$ cat src/design/sbs_defines.vh
// Constants for the stop and brake sequencer: register indices, reset
// values and time base. Assumes a 50 MHz clock and a Wishbone word bus.
// Notes on behaviour
// - Stop mode 1 cuts output, load coasts.
// - Wait demagnetize time before stop braking.
// - Stop brake current programmable, default zero.
// - Hold brake set time; zero disables it.
// - Insert deadzone time at direction change.
// - Switch direction at zero, start, stop-speed.
// - Stopped once speed below halt speed.
// - Compare set or feedback speed by source; feedback always with VVC off.
// - Halt check time qualifies the stop speed.
// - Guard off ignores run held at power-up.
// - Below lower limit: run, stop or sleep.
// - Tens digit picks coast or decelerate stop.
// - Wake delay applies only in sleep action.
// - Auto restart resumes run after power returns.
// - Restart wait counts only when enabled.
// - Zero frequency: off, voltage or brake current.
// - Emergency stop uses its own decel time.
// - Short-circuit brake current programmable.
// - Stop mode 0 ramps down to halt speed.
// - Short brake first, then DC brake.
`ifndef SBS_DEFINES_VH
`define SBS_DEFINES_VH

// Register indices; byte address is four times the index
`define SBS_IDX_BRK_FREQ     5'h00
`define SBS_IDX_DEMAG        5'h01
`define SBS_IDX_BRK_CUR      5'h02
`define SBS_IDX_BRK_DUR      5'h03
`define SBS_IDX_DEADZONE     5'h04
`define SBS_IDX_SW_MODE      5'h05
`define SBS_IDX_HALT_SPD     5'h06
`define SBS_IDX_HALT_SRC     5'h07
`define SBS_IDX_HALT_CHK     5'h08
`define SBS_IDX_GUARD        5'h09
`define SBS_IDX_LOW_ACT      5'h0a
`define SBS_IDX_WAKE         5'h0b
`define SBS_IDX_RST_EN       5'h0c
`define SBS_IDX_RST_WAIT     5'h0d
`define SBS_IDX_START_DLY    5'h0e
`define SBS_IDX_HALT_DLY     5'h0f
`define SBS_IDX_ZERO_MODE    5'h10
`define SBS_IDX_EMERG_DEC    5'h11
`define SBS_IDX_SC_START     5'h12
`define SBS_IDX_SC_END       5'h13
`define SBS_IDX_SHORT_CUR    5'h14
`define SBS_IDX_SHORT_HOLD   5'h15
`define SBS_IDX_CTRL         5'h16
`define SBS_IDX_STATUS       5'h17
`define SBS_NREG             23

// Control register fields
`define SBS_CTRL_COAST       0
`define SBS_CTRL_VVC         1

// Non-zero reset values (all others reset to zero)
`define SBS_RST_SW_MODE      16'h0001
`define SBS_RST_HALT_SPD     16'h0032
`define SBS_RST_HALT_SRC     16'h0001
`define SBS_RST_RST_WAIT     16'h000a
`define SBS_RST_EMERG_DEC    16'h0014
`define SBS_RST_SC_TIME      16'h0001

// Time base: one tick is 10 ms, the finest unit of any time setting
`define SBS_TICK_MS          10
`define SBS_CLK_KHZ          50000
`define SBS_TICK_CYC         20'h7a120

`endif

$ cat src/design/sbs_stop_sequencer.v
// Stop, brake and direction sequencer with a Wishbone register file.
// Assumes an external ramp generator that reports its output frequency
// and a power stage that obeys the enable and brake outputs.
//
// Local design decisions: the placing of the registers and the Wishbone register port.
`timescale 1ns/100ps
`default_nettype none
`include "sbs_defines.vh"

module sbs_stop_sequencer
#(
   parameter [19:0] TICK_CYC = `SBS_TICK_CYC
)
(
   // Clock and reset
   input  wire        clk,
   input  wire        reset,
   // Wishbone slave
   input  wire        wb_cyc_i,
   input  wire        wb_stb_i,
   input  wire        wb_we_i,
   input  wire [7:0]  wb_adr_i,
   input  wire [3:0]  wb_sel_i,
   input  wire [31:0] wb_dat_i,
   output reg  [31:0] wb_dat_o,
   output reg         wb_ack_o,
   // Terminal pins, asynchronous
   input  wire        term_run_pin,
   input  wire        term_reverse_pin,
   input  wire        power_ok_pin,
   input  wire        estop_pin,
   // Frequencies from the control loop, 0.01 Hz units
   input  wire [15:0] set_freq,
   input  wire [15:0] fb_freq,
   input  wire [15:0] run_freq,
   input  wire [15:0] low_limit_freq,
   input  wire [15:0] start_freq,
   // Commands to ramp generator and power stage
   output reg         drive_enable_o,
   output reg         decel_request_o,
   output reg         emerg_decel_o,
   output reg  [15:0] emerg_decel_time_o,
   output reg  [15:0] scurve_start_o,
   output reg  [15:0] scurve_end_o,
   output reg         hold_low_limit_o,
   output reg         reverse_o,
   output reg  [1:0]  brake_mode_o,
   output reg  [15:0] brake_current_o,
   // Status
   output reg         sleeping_o,
   output reg         stopped_o
);

   localparam [3:0] S_IDLE    = 4'h0;
   localparam [3:0] S_START   = 4'h1;
   localparam [3:0] S_RUN     = 4'h2;
   localparam [3:0] S_DECEL   = 4'h3;
   localparam [3:0] S_SHORT   = 4'h4;
   localparam [3:0] S_DEMAG   = 4'h5;
   localparam [3:0] S_DCBRK   = 4'h6;
   localparam [3:0] S_REVDEC  = 4'h7;
   localparam [3:0] S_REVDLY  = 4'h8;
   localparam [3:0] S_DEAD    = 4'h9;
   localparam [3:0] S_SLEEP   = 4'ha;
   localparam [3:0] S_WAKE    = 4'hb;
   localparam [3:0] S_RESTART = 4'hc;

   localparam [1:0] BRK_NONE  = 2'h0;
   localparam [1:0] BRK_DC    = 2'h1;
   localparam [1:0] BRK_SHORT = 2'h2;

   localparam [19:0] TICK_LAST = TICK_CYC - 20'h00001;

   // Setting in 10 ms or 100 ms units converted to ticks
   function [19:0] to_ticks;
      input [15:0] v;
      input        tenth;
      begin
         if (tenth)
            to_ticks = {1'b0, v, 3'b000} + {3'b000, v, 1'b0};
         else
            to_ticks = {4'h0, v};
      end
   endfunction

   function [15:0] reset_val;
      input [4:0] idx;
      begin
         if (idx == `SBS_IDX_SW_MODE)
            reset_val = `SBS_RST_SW_MODE;
         else if (idx == `SBS_IDX_HALT_SPD)
            reset_val = `SBS_RST_HALT_SPD;
         else if (idx == `SBS_IDX_HALT_SRC)
            reset_val = `SBS_RST_HALT_SRC;
         else if (idx == `SBS_IDX_RST_WAIT)
            reset_val = `SBS_RST_RST_WAIT;
         else if (idx == `SBS_IDX_EMERG_DEC)
            reset_val = `SBS_RST_EMERG_DEC;
         else if (idx == `SBS_IDX_SC_START || idx == `SBS_IDX_SC_END)
            reset_val = `SBS_RST_SC_TIME;
         else
            reset_val = 16'h0000;
      end
   endfunction

   // ---------------- Register file ----------------
   reg  [15:0] regs_q [0:`SBS_NREG-1];
   wire [4:0]  idx      = wb_adr_i[6:2];
   wire        req      = wb_cyc_i & wb_stb_i;
   wire        in_map   = ~wb_adr_i[7] & (idx < 5'd23);
   wire        wr_now   = req & wb_ack_o & wb_we_i & in_map;
   reg  [3:0]  state_q;
   reg  [3:0]  state_d;
   reg         armed_q;
   reg         halt_det;
   reg  [15:0] status;
   integer     i;
   integer     j;

   always @*
   begin
      status = {8'h00, state_q, armed_q, halt_det, reverse_o, sleeping_o};
   end

   // Ack one cycle after the request; the write lands on the edge that
   // the master samples ack, so a request dropped after its ack writes exactly once.
   always @(posedge clk or posedge reset)
   begin
      if (reset)
      begin
         wb_ack_o <= 1'b0;
         wb_dat_o <= 32'h00000000;
      end
      else
      begin
         wb_ack_o <= req & ~wb_ack_o;
         if (req & ~wb_ack_o)
         begin
            if (idx == `SBS_IDX_STATUS && ~wb_adr_i[7])
               wb_dat_o <= {16'h0000, status};
            else if (in_map)
               wb_dat_o <= {16'h0000, regs_q[idx]};
            else
               wb_dat_o <= 32'h00000000;
         end
      end
   end

   always @(posedge clk or posedge reset)
   begin
      if (reset)
      begin
         for (i = 0; i < `SBS_NREG; i = i + 1)
            regs_q[i] <= reset_val(i[4:0]);
      end
      else if (wr_now && idx != `SBS_IDX_STATUS)
      begin
         if (wb_sel_i[0])
            regs_q[idx][7:0] <= wb_dat_i[7:0];
         if (wb_sel_i[1])
            regs_q[idx][15:8] <= wb_dat_i[15:8];
      end
   end

   wire [15:0] r_brk_freq  = regs_q[`SBS_IDX_BRK_FREQ];
   wire [15:0] r_demag     = regs_q[`SBS_IDX_DEMAG];
   wire [15:0] r_brk_cur   = regs_q[`SBS_IDX_BRK_CUR];
   wire [15:0] r_brk_dur   = regs_q[`SBS_IDX_BRK_DUR];
   wire [15:0] r_deadzone  = regs_q[`SBS_IDX_DEADZONE];
   wire [1:0]  r_sw_mode   = regs_q[`SBS_IDX_SW_MODE][1:0];
   wire [15:0] r_halt_spd  = regs_q[`SBS_IDX_HALT_SPD];
   wire        r_halt_src  = regs_q[`SBS_IDX_HALT_SRC][0];
   wire [15:0] r_halt_chk  = regs_q[`SBS_IDX_HALT_CHK];
   wire        r_guard     = regs_q[`SBS_IDX_GUARD][0];
   wire [3:0]  r_ll_ones   = regs_q[`SBS_IDX_LOW_ACT][3:0];
   wire [3:0]  r_ll_tens   = regs_q[`SBS_IDX_LOW_ACT][7:4];
   wire [15:0] r_wake      = regs_q[`SBS_IDX_WAKE];
   wire        r_rst_en    = regs_q[`SBS_IDX_RST_EN][0];
   wire [15:0] r_rst_wait  = regs_q[`SBS_IDX_RST_WAIT];
   wire [15:0] r_start_dly = regs_q[`SBS_IDX_START_DLY];
   wire [15:0] r_halt_dly  = regs_q[`SBS_IDX_HALT_DLY];
   wire [1:0]  r_zero_mode = regs_q[`SBS_IDX_ZERO_MODE][1:0];
   wire [15:0] r_short_cur = regs_q[`SBS_IDX_SHORT_CUR];
   wire [15:0] r_short_hld = regs_q[`SBS_IDX_SHORT_HOLD];
   wire [15:0] r_ctrl      = regs_q[`SBS_IDX_CTRL];

   // ---------------- Pin synchronisers ----------------
   // Three stages; a level is accepted only when stages two and three
   // agree, which also rejects a single-cycle glitch.
   reg [3:0] sync1_q;
   reg [3:0] sync2_q;
   reg [3:0] sync3_q;
   reg [3:0] pins_q;

   always @(posedge clk or posedge reset)
   begin
      if (reset)
      begin
         sync1_q <= 4'h0;
         sync2_q <= 4'h0;
         sync3_q <= 4'h0;
         pins_q  <= 4'h0;
      end
      else
      begin
         sync1_q <= {estop_pin, power_ok_pin, term_reverse_pin, term_run_pin};
         sync2_q <= sync1_q;
         sync3_q <= sync2_q;
         for (j = 0; j < 4; j = j + 1)
            if (sync2_q[j] == sync3_q[j])
               pins_q[j] <= sync3_q[j];
      end
   end

   wire run_pin  = pins_q[0];
   wire rev_pin  = pins_q[1];
   wire power_ok = pins_q[2];
   wire estop    = pins_q[3];

   // ---------------- Time base ----------------
   reg  [19:0] pre_q;
   reg  [19:0] tmr_q;
   reg  [19:0] tmr_d;
   reg  [15:0] hcnt_q;
   wire        tick     = (pre_q == TICK_LAST);
   wire        tmr_done = (tmr_q == 20'h00000);

   always @(posedge clk or posedge reset)
   begin
      if (reset)
         pre_q <= 20'h00000;
      else if (tick)
         pre_q <= 20'h00000;
      else
         pre_q <= pre_q + 20'h00001;
   end

   // ---------------- Halt speed detection ----------------
   wire [15:0] halt_src_spd = (~r_halt_src && r_ctrl[`SBS_CTRL_VVC]) ?
                              set_freq : fb_freq;
   wire        below_halt   = (halt_src_spd < r_halt_spd);

   always @(posedge clk or posedge reset)
   begin
      if (reset)
         hcnt_q <= 16'h0000;
      else if (!below_halt)
         hcnt_q <= 16'h0000;
      else if (tick && hcnt_q != 16'hffff)
         hcnt_q <= hcnt_q + 16'h0001;
   end

   always @*
   begin
      halt_det = below_halt && (hcnt_q >= r_halt_chk);
   end

   // ---------------- Sequencer ----------------
   reg        sleep_pend_q;
   reg        sleep_pend_d;
   reg        emerg_q;
   reg        emerg_d;
   reg        restart_pend_q;
   reg        reverse_d;
   reg        low_q;

   wire low_active = (low_limit_freq != 16'h0000) && (set_freq < low_limit_freq);
   wire ll_stop    = low_active && (r_ll_ones == 4'h1);
   wire ll_sleep   = low_active && (r_ll_ones == 4'h2);
   wire run_ok     = armed_q && run_pin && power_ok;
   wire rev_want   = rev_pin != reverse_o;
   // Halt speed opens braking too, so a zero brake frequency cannot hang
   wire brk_zone   = (run_freq < r_brk_freq) || halt_det;
   wire stop_end   = (r_brk_dur == 16'h0000) ? halt_det : 1'b0;
   wire [3:0] stop_tail = sleep_pend_q ? S_SLEEP : S_IDLE;

   reg  rev_point;
   always @*
   begin
      case (r_sw_mode)
         2'h0:    rev_point = (run_freq == 16'h0000);
         2'h1:    rev_point = (run_freq <= start_freq);
         default: rev_point = halt_det;
      endcase
   end

   always @*
   begin
      state_d      = state_q;
      tmr_d        = (tick && !tmr_done) ? tmr_q - 20'h00001 : tmr_q;
      sleep_pend_d = sleep_pend_q;
      emerg_d      = emerg_q;
      reverse_d    = reverse_o;
      case (state_q)
         S_IDLE:
         begin
            sleep_pend_d = 1'b0;
            emerg_d      = 1'b0;
            if (restart_pend_q && power_ok && run_pin)
            begin
               state_d = S_RESTART;
               tmr_d   = to_ticks(r_rst_wait, 1'b1);
            end
            else if (run_ok && !ll_stop && !ll_sleep)
            begin
               state_d   = S_START;
               reverse_d = rev_pin;
               tmr_d     = to_ticks(r_start_dly, 1'b1);
            end
         end
         S_RESTART, S_START, S_WAKE:
            if (tmr_done)
               state_d = S_RUN;
         S_RUN:
            if (estop)
            begin
               state_d = S_DECEL;
               emerg_d = 1'b1;
            end
            else if (!run_ok || ll_stop || ll_sleep)
            begin
               sleep_pend_d = ll_sleep && run_ok;
               if ((run_ok && r_ll_tens == 4'h0) ||
                   (!run_ok && r_ctrl[`SBS_CTRL_COAST]))
                  state_d = ll_sleep && run_ok ? S_SLEEP : S_IDLE;
               else
                  state_d = S_DECEL;
            end
            else if (rev_want)
               state_d = S_REVDEC;
         S_DECEL:
            // Braking is entered from the ramp only, never skipped ahead
            if (r_brk_dur != 16'h0000 && brk_zone)
            begin
               if (r_short_hld != 16'h0000)
               begin
                  state_d = S_SHORT;
                  tmr_d   = to_ticks(r_short_hld, 1'b0);
               end
               else
               begin
                  state_d = S_DEMAG;
                  tmr_d   = to_ticks(r_demag, 1'b0);
               end
            end
            else if (stop_end)
               state_d = stop_tail;
         S_SHORT:
            if (tmr_done)
            begin
               state_d = S_DEMAG;
               tmr_d   = to_ticks(r_demag, 1'b0);
            end
         S_DEMAG:
            if (tmr_done)
            begin
               state_d = S_DCBRK;
               tmr_d   = to_ticks(r_brk_dur, 1'b0);
            end
         S_DCBRK:
            if (tmr_done)
               state_d = stop_tail;
         S_REVDEC:
            if (!run_ok || estop)
               state_d = S_RUN;
            else if (rev_point)
            begin
               state_d = (r_sw_mode == 2'h2) ? S_REVDLY : S_DEAD;
               tmr_d   = (r_sw_mode == 2'h2) ? to_ticks(r_halt_dly, 1'b1) :
                         to_ticks(r_deadzone, 1'b1);
            end
         S_REVDLY:
            if (tmr_done)
            begin
               state_d = S_DEAD;
               tmr_d   = to_ticks(r_deadzone, 1'b1);
            end
         S_DEAD:
            if (tmr_done)
            begin
               state_d   = S_RUN;
               reverse_d = rev_pin;
            end
         S_SLEEP:
            if (!run_ok)
               state_d = S_IDLE;
            else if (!low_active)
            begin
               state_d = S_WAKE;
               tmr_d   = to_ticks(r_wake, 1'b1);
            end
         default:
            state_d = S_IDLE;
      endcase
      // Loss of mains overrides everything: the stage has no bus to run on
      if (!power_ok)
         state_d = S_IDLE;
   end

   always @(posedge clk or posedge reset)
   begin
      if (reset)
      begin
         state_q        <= S_IDLE;
         tmr_q          <= 20'h00000;
         sleep_pend_q   <= 1'b0;
         emerg_q        <= 1'b0;
         reverse_o      <= 1'b0;
         armed_q        <= 1'b0;
         restart_pend_q <= 1'b0;
         low_q          <= 1'b0;
      end
      else
      begin
         state_q      <= state_d;
         tmr_q        <= tmr_d;
         sleep_pend_q <= sleep_pend_d;
         emerg_q      <= emerg_d;
         reverse_o    <= reverse_d;
         low_q        <= power_ok;
         // A run level present since power-up is honoured only with the guard
         // on; otherwise the terminal must drop once before it counts.
         if (!power_ok && !r_rst_en)
            armed_q <= 1'b0;
         else if (!run_pin || r_guard)
            armed_q <= 1'b1;
         if (low_q && !power_ok && r_rst_en && state_q != S_IDLE)
            restart_pend_q <= 1'b1;
         else if (!r_rst_en || state_q == S_RESTART || (power_ok && !run_pin))
            restart_pend_q <= 1'b0;
      end
   end

   // ---------------- Output decode, registered ----------------
   reg        en_d;
   reg [1:0]  bm_d;
   reg [15:0] bc_d;

   always @*
   begin
      en_d = 1'b0;
      bm_d = BRK_NONE;
      bc_d = 16'h0000;
      case (state_q)
         S_RUN, S_REVDEC, S_REVDLY, S_DEAD, S_DECEL:
         begin
            en_d = 1'b1;
            // Keyed to the commanded frequency: the ramp output is zero at
            // every start, and gating on it would never let the ramp leave 0
            if (state_q == S_RUN && set_freq == 16'h0000)
            begin
               case (r_zero_mode)
                  2'h0:    en_d = 1'b0;
                  2'h2:
                  begin
                     bm_d = BRK_DC;
                     bc_d = r_brk_cur;
                  end
                  default: en_d = 1'b1;
               endcase
            end
         end
         S_SHORT:
         begin
            bm_d = BRK_SHORT;
            bc_d = r_short_cur;
         end
         S_DCBRK:
         begin
            bm_d = BRK_DC;
            bc_d = r_brk_cur;
         end
         default:
            en_d = 1'b0;
      endcase
   end

   always @(posedge clk or posedge reset)
   begin
      if (reset)
      begin
         drive_enable_o     <= 1'b0;
         decel_request_o    <= 1'b0;
         emerg_decel_o      <= 1'b0;
         emerg_decel_time_o <= `SBS_RST_EMERG_DEC;
         scurve_start_o     <= `SBS_RST_SC_TIME;
         scurve_end_o       <= `SBS_RST_SC_TIME;
         hold_low_limit_o   <= 1'b0;
         brake_mode_o       <= BRK_NONE;
         brake_current_o    <= 16'h0000;
         sleeping_o         <= 1'b0;
         stopped_o          <= 1'b1;
      end
      else
      begin
         drive_enable_o     <= en_d;
         decel_request_o    <= (state_q == S_DECEL) || (state_q == S_REVDEC);
         emerg_decel_o      <= emerg_q && state_q == S_DECEL;
         emerg_decel_time_o <= regs_q[`SBS_IDX_EMERG_DEC];
         scurve_start_o     <= regs_q[`SBS_IDX_SC_START];
         scurve_end_o       <= regs_q[`SBS_IDX_SC_END];
         hold_low_limit_o   <= low_active && r_ll_ones == 4'h0 &&
                               state_q == S_RUN;
         brake_mode_o       <= bm_d;
         brake_current_o    <= bc_d;
         sleeping_o         <= (state_q == S_SLEEP);
         stopped_o          <= (state_q == S_IDLE) || (state_q == S_SLEEP);
      end
   end

endmodule
`default_nettype wire

$ cat config.mk
export PLATFORM = sky130hd
export DESIGN_NAME = sbs_stop_sequencer
export DESIGN_NICKNAME = d
export VERILOG_FILES = /design/src/design/sbs_stop_sequencer.v
export VERILOG_INCLUDE_DIRS = /design/src /design/src/design
export SDC_FILE = /design/constraint.sdc
export NUM_CORES = 2
export LEC_CHECK = 0
export CAP_MARGIN = 25
export CORE_MARGIN = 2
export CORE_UTILIZATION = 40
export CTS_CLUSTER_DIAMETER = 50
export CTS_CLUSTER_SIZE = 12
export DETAILED_ROUTE_END_ITERATION = 10
export DONT_BUFFER_PORTS = 1
export SYNTH_ARGS = -nofsm -noshare
export SYNTH_HDL_FRONTEND = slang
export SYNTH_SLANG_ARGS = --single-unit
$ cat constraint.sdc
create_clock -name clk -period 15.4 [get_ports clk]
set_input_delay 1.54 -clock clk [delete_from_list [all_inputs] [get_ports clk]]
set_output_delay 1.54 -clock clk [all_outputs]
set_load 0.02 [all_outputs]
# ---- Word level (Yosys, flattened, before mapping)
# Cells that the tools add are included.
dict set report word_totals {
  regBits 555
  in_bits 133
  out_inout_bits 106
  elab_cells 270
}
dict set report classes {
  add_sub_neg 8
  magnitude_cmp 8
  n_eq_ne 43
  n_mux 79
  bitwise_logic 10
  reduce_logical 69
}
# op n
set op_table {}
lappend op_table {{$mux 368} 3}
lappend op_table {{$bwmux 368} 2}
lappend op_table {{$mux 20} 13}
lappend op_table {{$mux 16} 11}
lappend op_table {{$demux 16 s5} 2}
lappend op_table {{$pmux 20 s7} 1}
lappend op_table {{$add 19x17->20} 5}
lappend op_table {{$bmux 16 s5} 1}
lappend op_table {{$mux 4} 20}
lappend op_table {{$logic_not 16->1} 3}
lappend op_table {{$lt 16x16->1} 3}
lappend op_table {{$pmux 16 s3} 1}
lappend op_table {{$reduce_bool 16->1} 3}
lappend op_table {{$pmux 4 s10} 1}
lappend op_table {{$logic_and 1x1->1} 29}
lappend op_table {{$add 20x1->20 const B} 1}
lappend op_table {{$eq 20x19->1 const B} 1}
lappend op_table {{$eq 4x4->1 const B} 5}
lappend op_table {{$logic_not 20->1} 1}
lappend op_table {{$sub 20x1->20 const B} 1}
lappend op_table {{$mux 1} 18}
lappend op_table {{$add 16x1->16 const B} 1}
lappend op_table {{$eq 4x3->1 const B} 4}
lappend op_table {{$ge 16x16->1} 1}
lappend op_table {{other kinds (36)} 86}

# ---- Longest topological paths before layout
dict set report logic_depth {
  depth_word 10
  mapped_depth 16
  depth_no_buf 13
}

# ---- Worst setup path after synthesis
# Ideal clock, no wire load.
dict set report synth_path {
  kind {input -> register}
  from {in fb_freq[7]}
  to {reg tmr_q[9]}
  setup_time_ns 0.129
  t_arrival_ns 4.258
  t_required_ns 15.271
  setup_slack_ns 11.014
  cell_stages 12
  n_path_buf 0
  path_cell_list {mux2_2 -> ha_1 -> a21oi_1 -> o21ai_0 -> a221oi_1 -> nand3_2 -> a21o_1 -> a2111oi_4 -> o2bb2ai_2 -> nor4_4 -> o21ai_1 -> a2111o_1}
}
dict set report synth_via {
  elab_chain_len 7
}
# element line_no
set synth_rtl {}
lappend synth_rtl {{from (decl)} sbs_stop_sequencer.v:34} ;# input wire [15:0] fb_freq,
lappend synth_rtl {{$mux 16 (*)} sbs_stop_sequencer.v:239} ;# wire [15:0] halt_src_spd = (~r_halt_src && r_ctrl[`SBS_CTRL_VVC]) ?
lappend synth_rtl {{$lt 16x16->1 (*)} sbs_stop_sequencer.v:241} ;# wire below_halt = (halt_src_spd < r_halt_spd);
lappend synth_rtl {{$logic_and 1x1->1 (*)} sbs_stop_sequencer.v:255} ;# halt_det = below_halt && (hcnt_q >= r_halt_chk);
lappend synth_rtl {{$pmux 1 s2 / $logic_or 1x1->1 (equally long branches)} {sbs_stop_sequencer.v:280, sbs_stop_sequencer.v:273}}
lappend synth_rtl {{$mux 20 / $logic_and 1x1->1 (equally long branches)} {sbs_stop_sequencer.v:366, sbs_stop_sequencer.v:333}}
lappend synth_rtl {{$mux 20, on equally long branches} {sbs_stop_sequencer.v:364, sbs_stop_sequencer.v:333}}
lappend synth_rtl {{$pmux 20 s7 (*)} sbs_stop_sequencer.v:294} ;# case (state_q)
lappend synth_rtl {{net tmr_d[9]} sbs_stop_sequencer.v:223} ;# reg [19:0] tmr_d;
lappend synth_rtl {{to (signal assigned)} sbs_stop_sequencer.v:416} ;# tmr_q <= tmr_d;
lappend synth_rtl {{to (decl)} sbs_stop_sequencer.v:222} ;# reg [19:0] tmr_q;
# The timed path passes the listed nets; every way through them passes the cells marked *.
# A chain may end at the register's enable or synchronous reset.

# ---- Final worst setup path
dict set report layout_path {
  from {reg regs_q (netlist bit r_halt_src)}
  to {reg tmr_q[4]}
}
dict set report layout_via {
  elab_chain_len 9
}
# element line_no
set layout_rtl {}
lappend layout_rtl {{from (decl)} sbs_stop_sequencer.v:107} ;# reg [15:0] regs_q [0:`SBS_NREG-1];
lappend layout_rtl {{from (signal, indexed assignment)} sbs_stop_sequencer.v:154} ;# regs_q[i] <= reset_val(i[4:0]);
lappend layout_rtl {{from (signal, indexed assignment)} sbs_stop_sequencer.v:159} ;# regs_q[idx][7:0] <= wb_dat_i[7:0];
lappend layout_rtl {{from (signal, indexed assignment)} sbs_stop_sequencer.v:161} ;# regs_q[idx][15:8] <= wb_dat_i[15:8];
lappend layout_rtl {{$not 1->1 (*)} sbs_stop_sequencer.v:239}
lappend layout_rtl {{$logic_and 1x1->1 (*)} sbs_stop_sequencer.v:239}
lappend layout_rtl {{$mux 16 (*)} sbs_stop_sequencer.v:239}
lappend layout_rtl {{$lt 16x16->1 (*)} sbs_stop_sequencer.v:241}
lappend layout_rtl {{$logic_and 1x1->1 (*)} sbs_stop_sequencer.v:255}
lappend layout_rtl {{$pmux 1 s2 / $logic_or 1x1->1 (equally long branches)} {sbs_stop_sequencer.v:280, sbs_stop_sequencer.v:273}}
lappend layout_rtl {{$mux 20 / $logic_and 1x1->1 (equally long branches)} {sbs_stop_sequencer.v:366, sbs_stop_sequencer.v:333}}
lappend layout_rtl {{$mux 20, on equally long branches} {sbs_stop_sequencer.v:364, sbs_stop_sequencer.v:333}}
lappend layout_rtl {{$pmux 20 s7 (*)} sbs_stop_sequencer.v:294}
lappend layout_rtl {{net tmr_d[4]} sbs_stop_sequencer.v:223}
# Marks and branches as above.

==> summary.md <==
| Metric | Value |
|---|---|
| Largest regs | regs_q (129), pre_q (20), tmr_q (20) |
| Fin nets | 3,000 |
| IO Pins | 239 |
| # rows | 101 |
| Clk pwr share | 0.484 |
| GRT Resource Usage Total | 0.265 |
| First-pass GRT wire length | 156,000 um |
| P_leak | 15.9 nW |
| Core ar. | 75,900 um2 |
| DR iter-0 viols | 2,093 |
| Largest Register | regs_q |
| Async SR Flop Fraction | 1.00 |
| Synth Register Bits | 539 |
| CTS buffer count | 71 |
| Max Fclk | 174 MHz |
| Hold buffers post-CTS | 0 |
| Die width | 281 um |
| Htree depth | 3 |
| Non-Filler Instances | 3,793 |
| Max reg flops | 129 |
| Worst hold-check path type | register to register |
| Critical path arrival | 6230 ps |
| Synth cell types | 90 |
| DR pass1 iterations | 6 |
| Antenna violations before repair | 3 |
| Worst-Margin Slew | 1150 ps |
| CTS tree | done |
| Clock-pin slew on the worst setup and hold paths | 60 ps |
| Hold Crit Depth | 0 |
| Worst endpoint required time | 15,870 ps |
| Vias per cell | 6.15 |
| Post-route ant nets | 0 |
| Post-synthesis cell count | 2,726 |
| Final Hold Vio Count | 0 |
| Wire length per cell | 27.6 um |
| RSZ-0062 raised after global routing | no |
| Power per cell area | 103 nW/um2 |
| Crit end category | register |
| Outcome | completed |
| Clock Sinks | 539 |
| Final setup vio count | 0 |
| Die area | 79,000 um2 |
| Fin crit period | 5750 ps |
| Switching Share | 0.268 |
| CP max FO | 18 |
| Clk buf depth | 3 |
| Number of flops mapped to enable cells by yosys | 0 |
| Internal power | 0.00258 W |
| Via count | 23,300 |
| Clock Tree Root | clkbuf_16 |
| CP Cell Sequence | nand2b_1, mux2_2, ha_1, nand3_1, a211oi_2, o311ai_2, nand3_2, a21oi_1, o21ai_0, buf_4, a211oi_1, o211ai_1, nor2_1, o21ai_0 |
| Fill cells | 6,995 |
| Switching power | 0.000942 W |
| TNS Setup | 0 ps |
| Master of the slowest instance on the critical path | a21oi_1 |
| Tcrit/Tclk final | 0.374 |
| DRT Wirelength | 105,000 um |
| Register area share after synthesis | 0.440 |
| PostCTS Resize Cnt | 0 |
| Clk_lat worst skew | 640 ps |
| Post-place setup slack | 9440 ps |
| Setup CP Type | register to register |
| Initial core utilization | 0.404 |
| Largest net degree at the start of global routing | 105 |
| IO buf count | 0 |
| Worst setup margin | 9650 ps |
| Fin Clk Skew | 34.9 ps |
| Comb pwr share | 0.092 |
| Ys Warns | 0 |
| Peak supply drop | 86.4 uV |
| CP peak stage delay | 770 ps |
| Max-slew headroom | 0.229 |
| Hpwl dp | 77,200 um |
| Cell area after synthesis | 30,700 um2 |
| P&R area growth vs syn | 11.6% |
| Die Height | 281 um |
| Overflow after GRT | 0 |
| Ys flop type | dfrtp_1 |
| Vias in the first global route | 23,700 |
| Fraction of layout cells with a size suffix above 1 | 0.244 |
| Startpoint types | register |
| MaxCap Viol Count | 0 |
| Reg power frac | 0.425 |
| Most common cell on crit path | o21ai_0 |
| Worst Reg2Reg Path Length in Cells | 14 |
| DR DRC count | 0 |
| Routability Congestion | 0.966 |
| Final count of pins violating max slew | 0 |
| Post-CTS Setup Bufs | 0 |
| Avg Synthesized Cell Area | 11.3 um2 |
| Cells after DPL | 3,666 |
## worst max-delay path: cells and delay by family, from the launching register on
family | cells | cell delay (ps)
AOI/OAI and AO/OA | 7 | 2490
and+or+nand+nor | 4 | 1610
DFF | 1 | 560
muxes | 1 | 420
adders and majority gates | 1 | 310
buffers and inverters | 1 | 200
## final cells by class
class                   instances  area, um2  area share
multi-input cells            1935      16200       0.473
diodes                          1       2.50   0.0000731
clock inverters                34        507      0.0148
flip-flops and latches        539      13500       0.394
repair buffers                 34        312     0.00910
inverters                     131        495      0.0145
well taps                    1030       1290      0.0376
clock buffers                  89       1920      0.0562
## cells in the mapped netlist (43+ instances only)
cell,count,share of area
mux2_2,387,0.14
xnor2_1,58,0.017
nand3_1,48,0.0078
a21oi_1,140,0.023
dfrtp_1,523,0.43
nand2_1,200,0.024
ha_1,150,0.061
nor2_1,152,0.019
clkbuf_1,97,0.012
o21ai_0,118,0.019
nor3_1,43,0.0070
inv_1,130,0.016
mux4_2,83,0.061
## cell families (layout without fill, tap and decap cells)
| kind of cell | Yosys count | in the layout | share of synthesized area |
|---|---|---|---|
| compound gates | 547 | 547 | 0.120 |
| xor+xnor | 102 | 102 | 0.0296 |
| fa+ha+maj | 159 | 159 | 0.0657 |
| buf+inv | 267 | 288 | 0.0352 |
| flops | 539 | 539 | 0.440 |
| mux | 499 | 499 | 0.212 |
| other cells | 1 | 17 | 0.000122 |
| simple gates | 612 | 612 | 0.0969 |
## cells in the final DEF (no fill, tap or decap), types with 13 or more instances in the layout
cell type  count
inv_1        129
a221oi_1      23
nor2_1       152
nand4_1       19
nor3_1        39
nand3_1       48
nand2_1      200
or3_1         13
clkbuf_16     71
nor2b_1       16
a211oi_1      18
a21oi_1      140
buf_4         30
mux2i_1       28
nor4_1        30
o211ai_1      16
nand2b_1      17
a31oi_1       14
a22oi_1       32
mux4_2        83
o21ai_0      118
a22o_1        22
o21a_1        18
dfstp_2       16
ha_1         150
mux2_2       387
xor2_1        42
and3_1        15
conb_1        16
a21o_1        26
xnor2_1       58
dfrtp_1      523
## metal layers
layer  up-vias  global-route usage  routed length, um
met5         -                   0                182
met4         4               0.115               4640
met3       228              0.0585               8240
met2       990               0.424              48500
met1     12000               0.346              43100
li1      10000                   -                  -
## through the flow
stage          power [W]  instance area, um2  utilization  hold WS, ps
2_1_floorplan    0.00175               30800            -          331
3_3_place_gp     0.00183               31700        0.418          340
3_5_place_dp     0.00183               31700        0.418          342
4_1_cts          0.00353               34200        0.450          359
5_1_grt          0.00364               34300        0.451          367
6_report         0.00352               34300        0.451          351
## power groups by stage
stage | Sequential, W | Clock [W] | Combinational, W
CTS | 0.00149 | 0.00172 | 0.000315
global route | 0.00150 | 0.00179 | 0.000355
global placement | 0.00152 | 0 | 0.000308
finish | 0.00149 | 0.00170 | 0.000323
floorplan | 0.00150 | 0 | 0.000254
detailed placement | 0.00152 | 0 | 0.000314
## worst paths after layout
path,end,start,slack [ps]
worst max-delay path,tmr_q[4]$_DFF_PP0_,r_halt_src$_DFFE_PP1P_,9650
worst min-delay path,sync2_q[2]$_DFF_PP0_,sync1_q[2]$_DFF_PP0_,350
worst max register to register,tmr_q[4]$_DFF_PP0_,r_halt_src$_DFFE_PP1P_,9650
worst min register to register,sync2_q[2]$_DFF_PP0_,sync1_q[2]$_DFF_PP0_,350
max in group asynchronous,emerg_decel_time_o[7]$_DFF_PP0_,reset,11560
min in group asynchronous,sync2_q[0]$_DFF_PP0_,reset,890
Power figures use the tool's default switching activity.
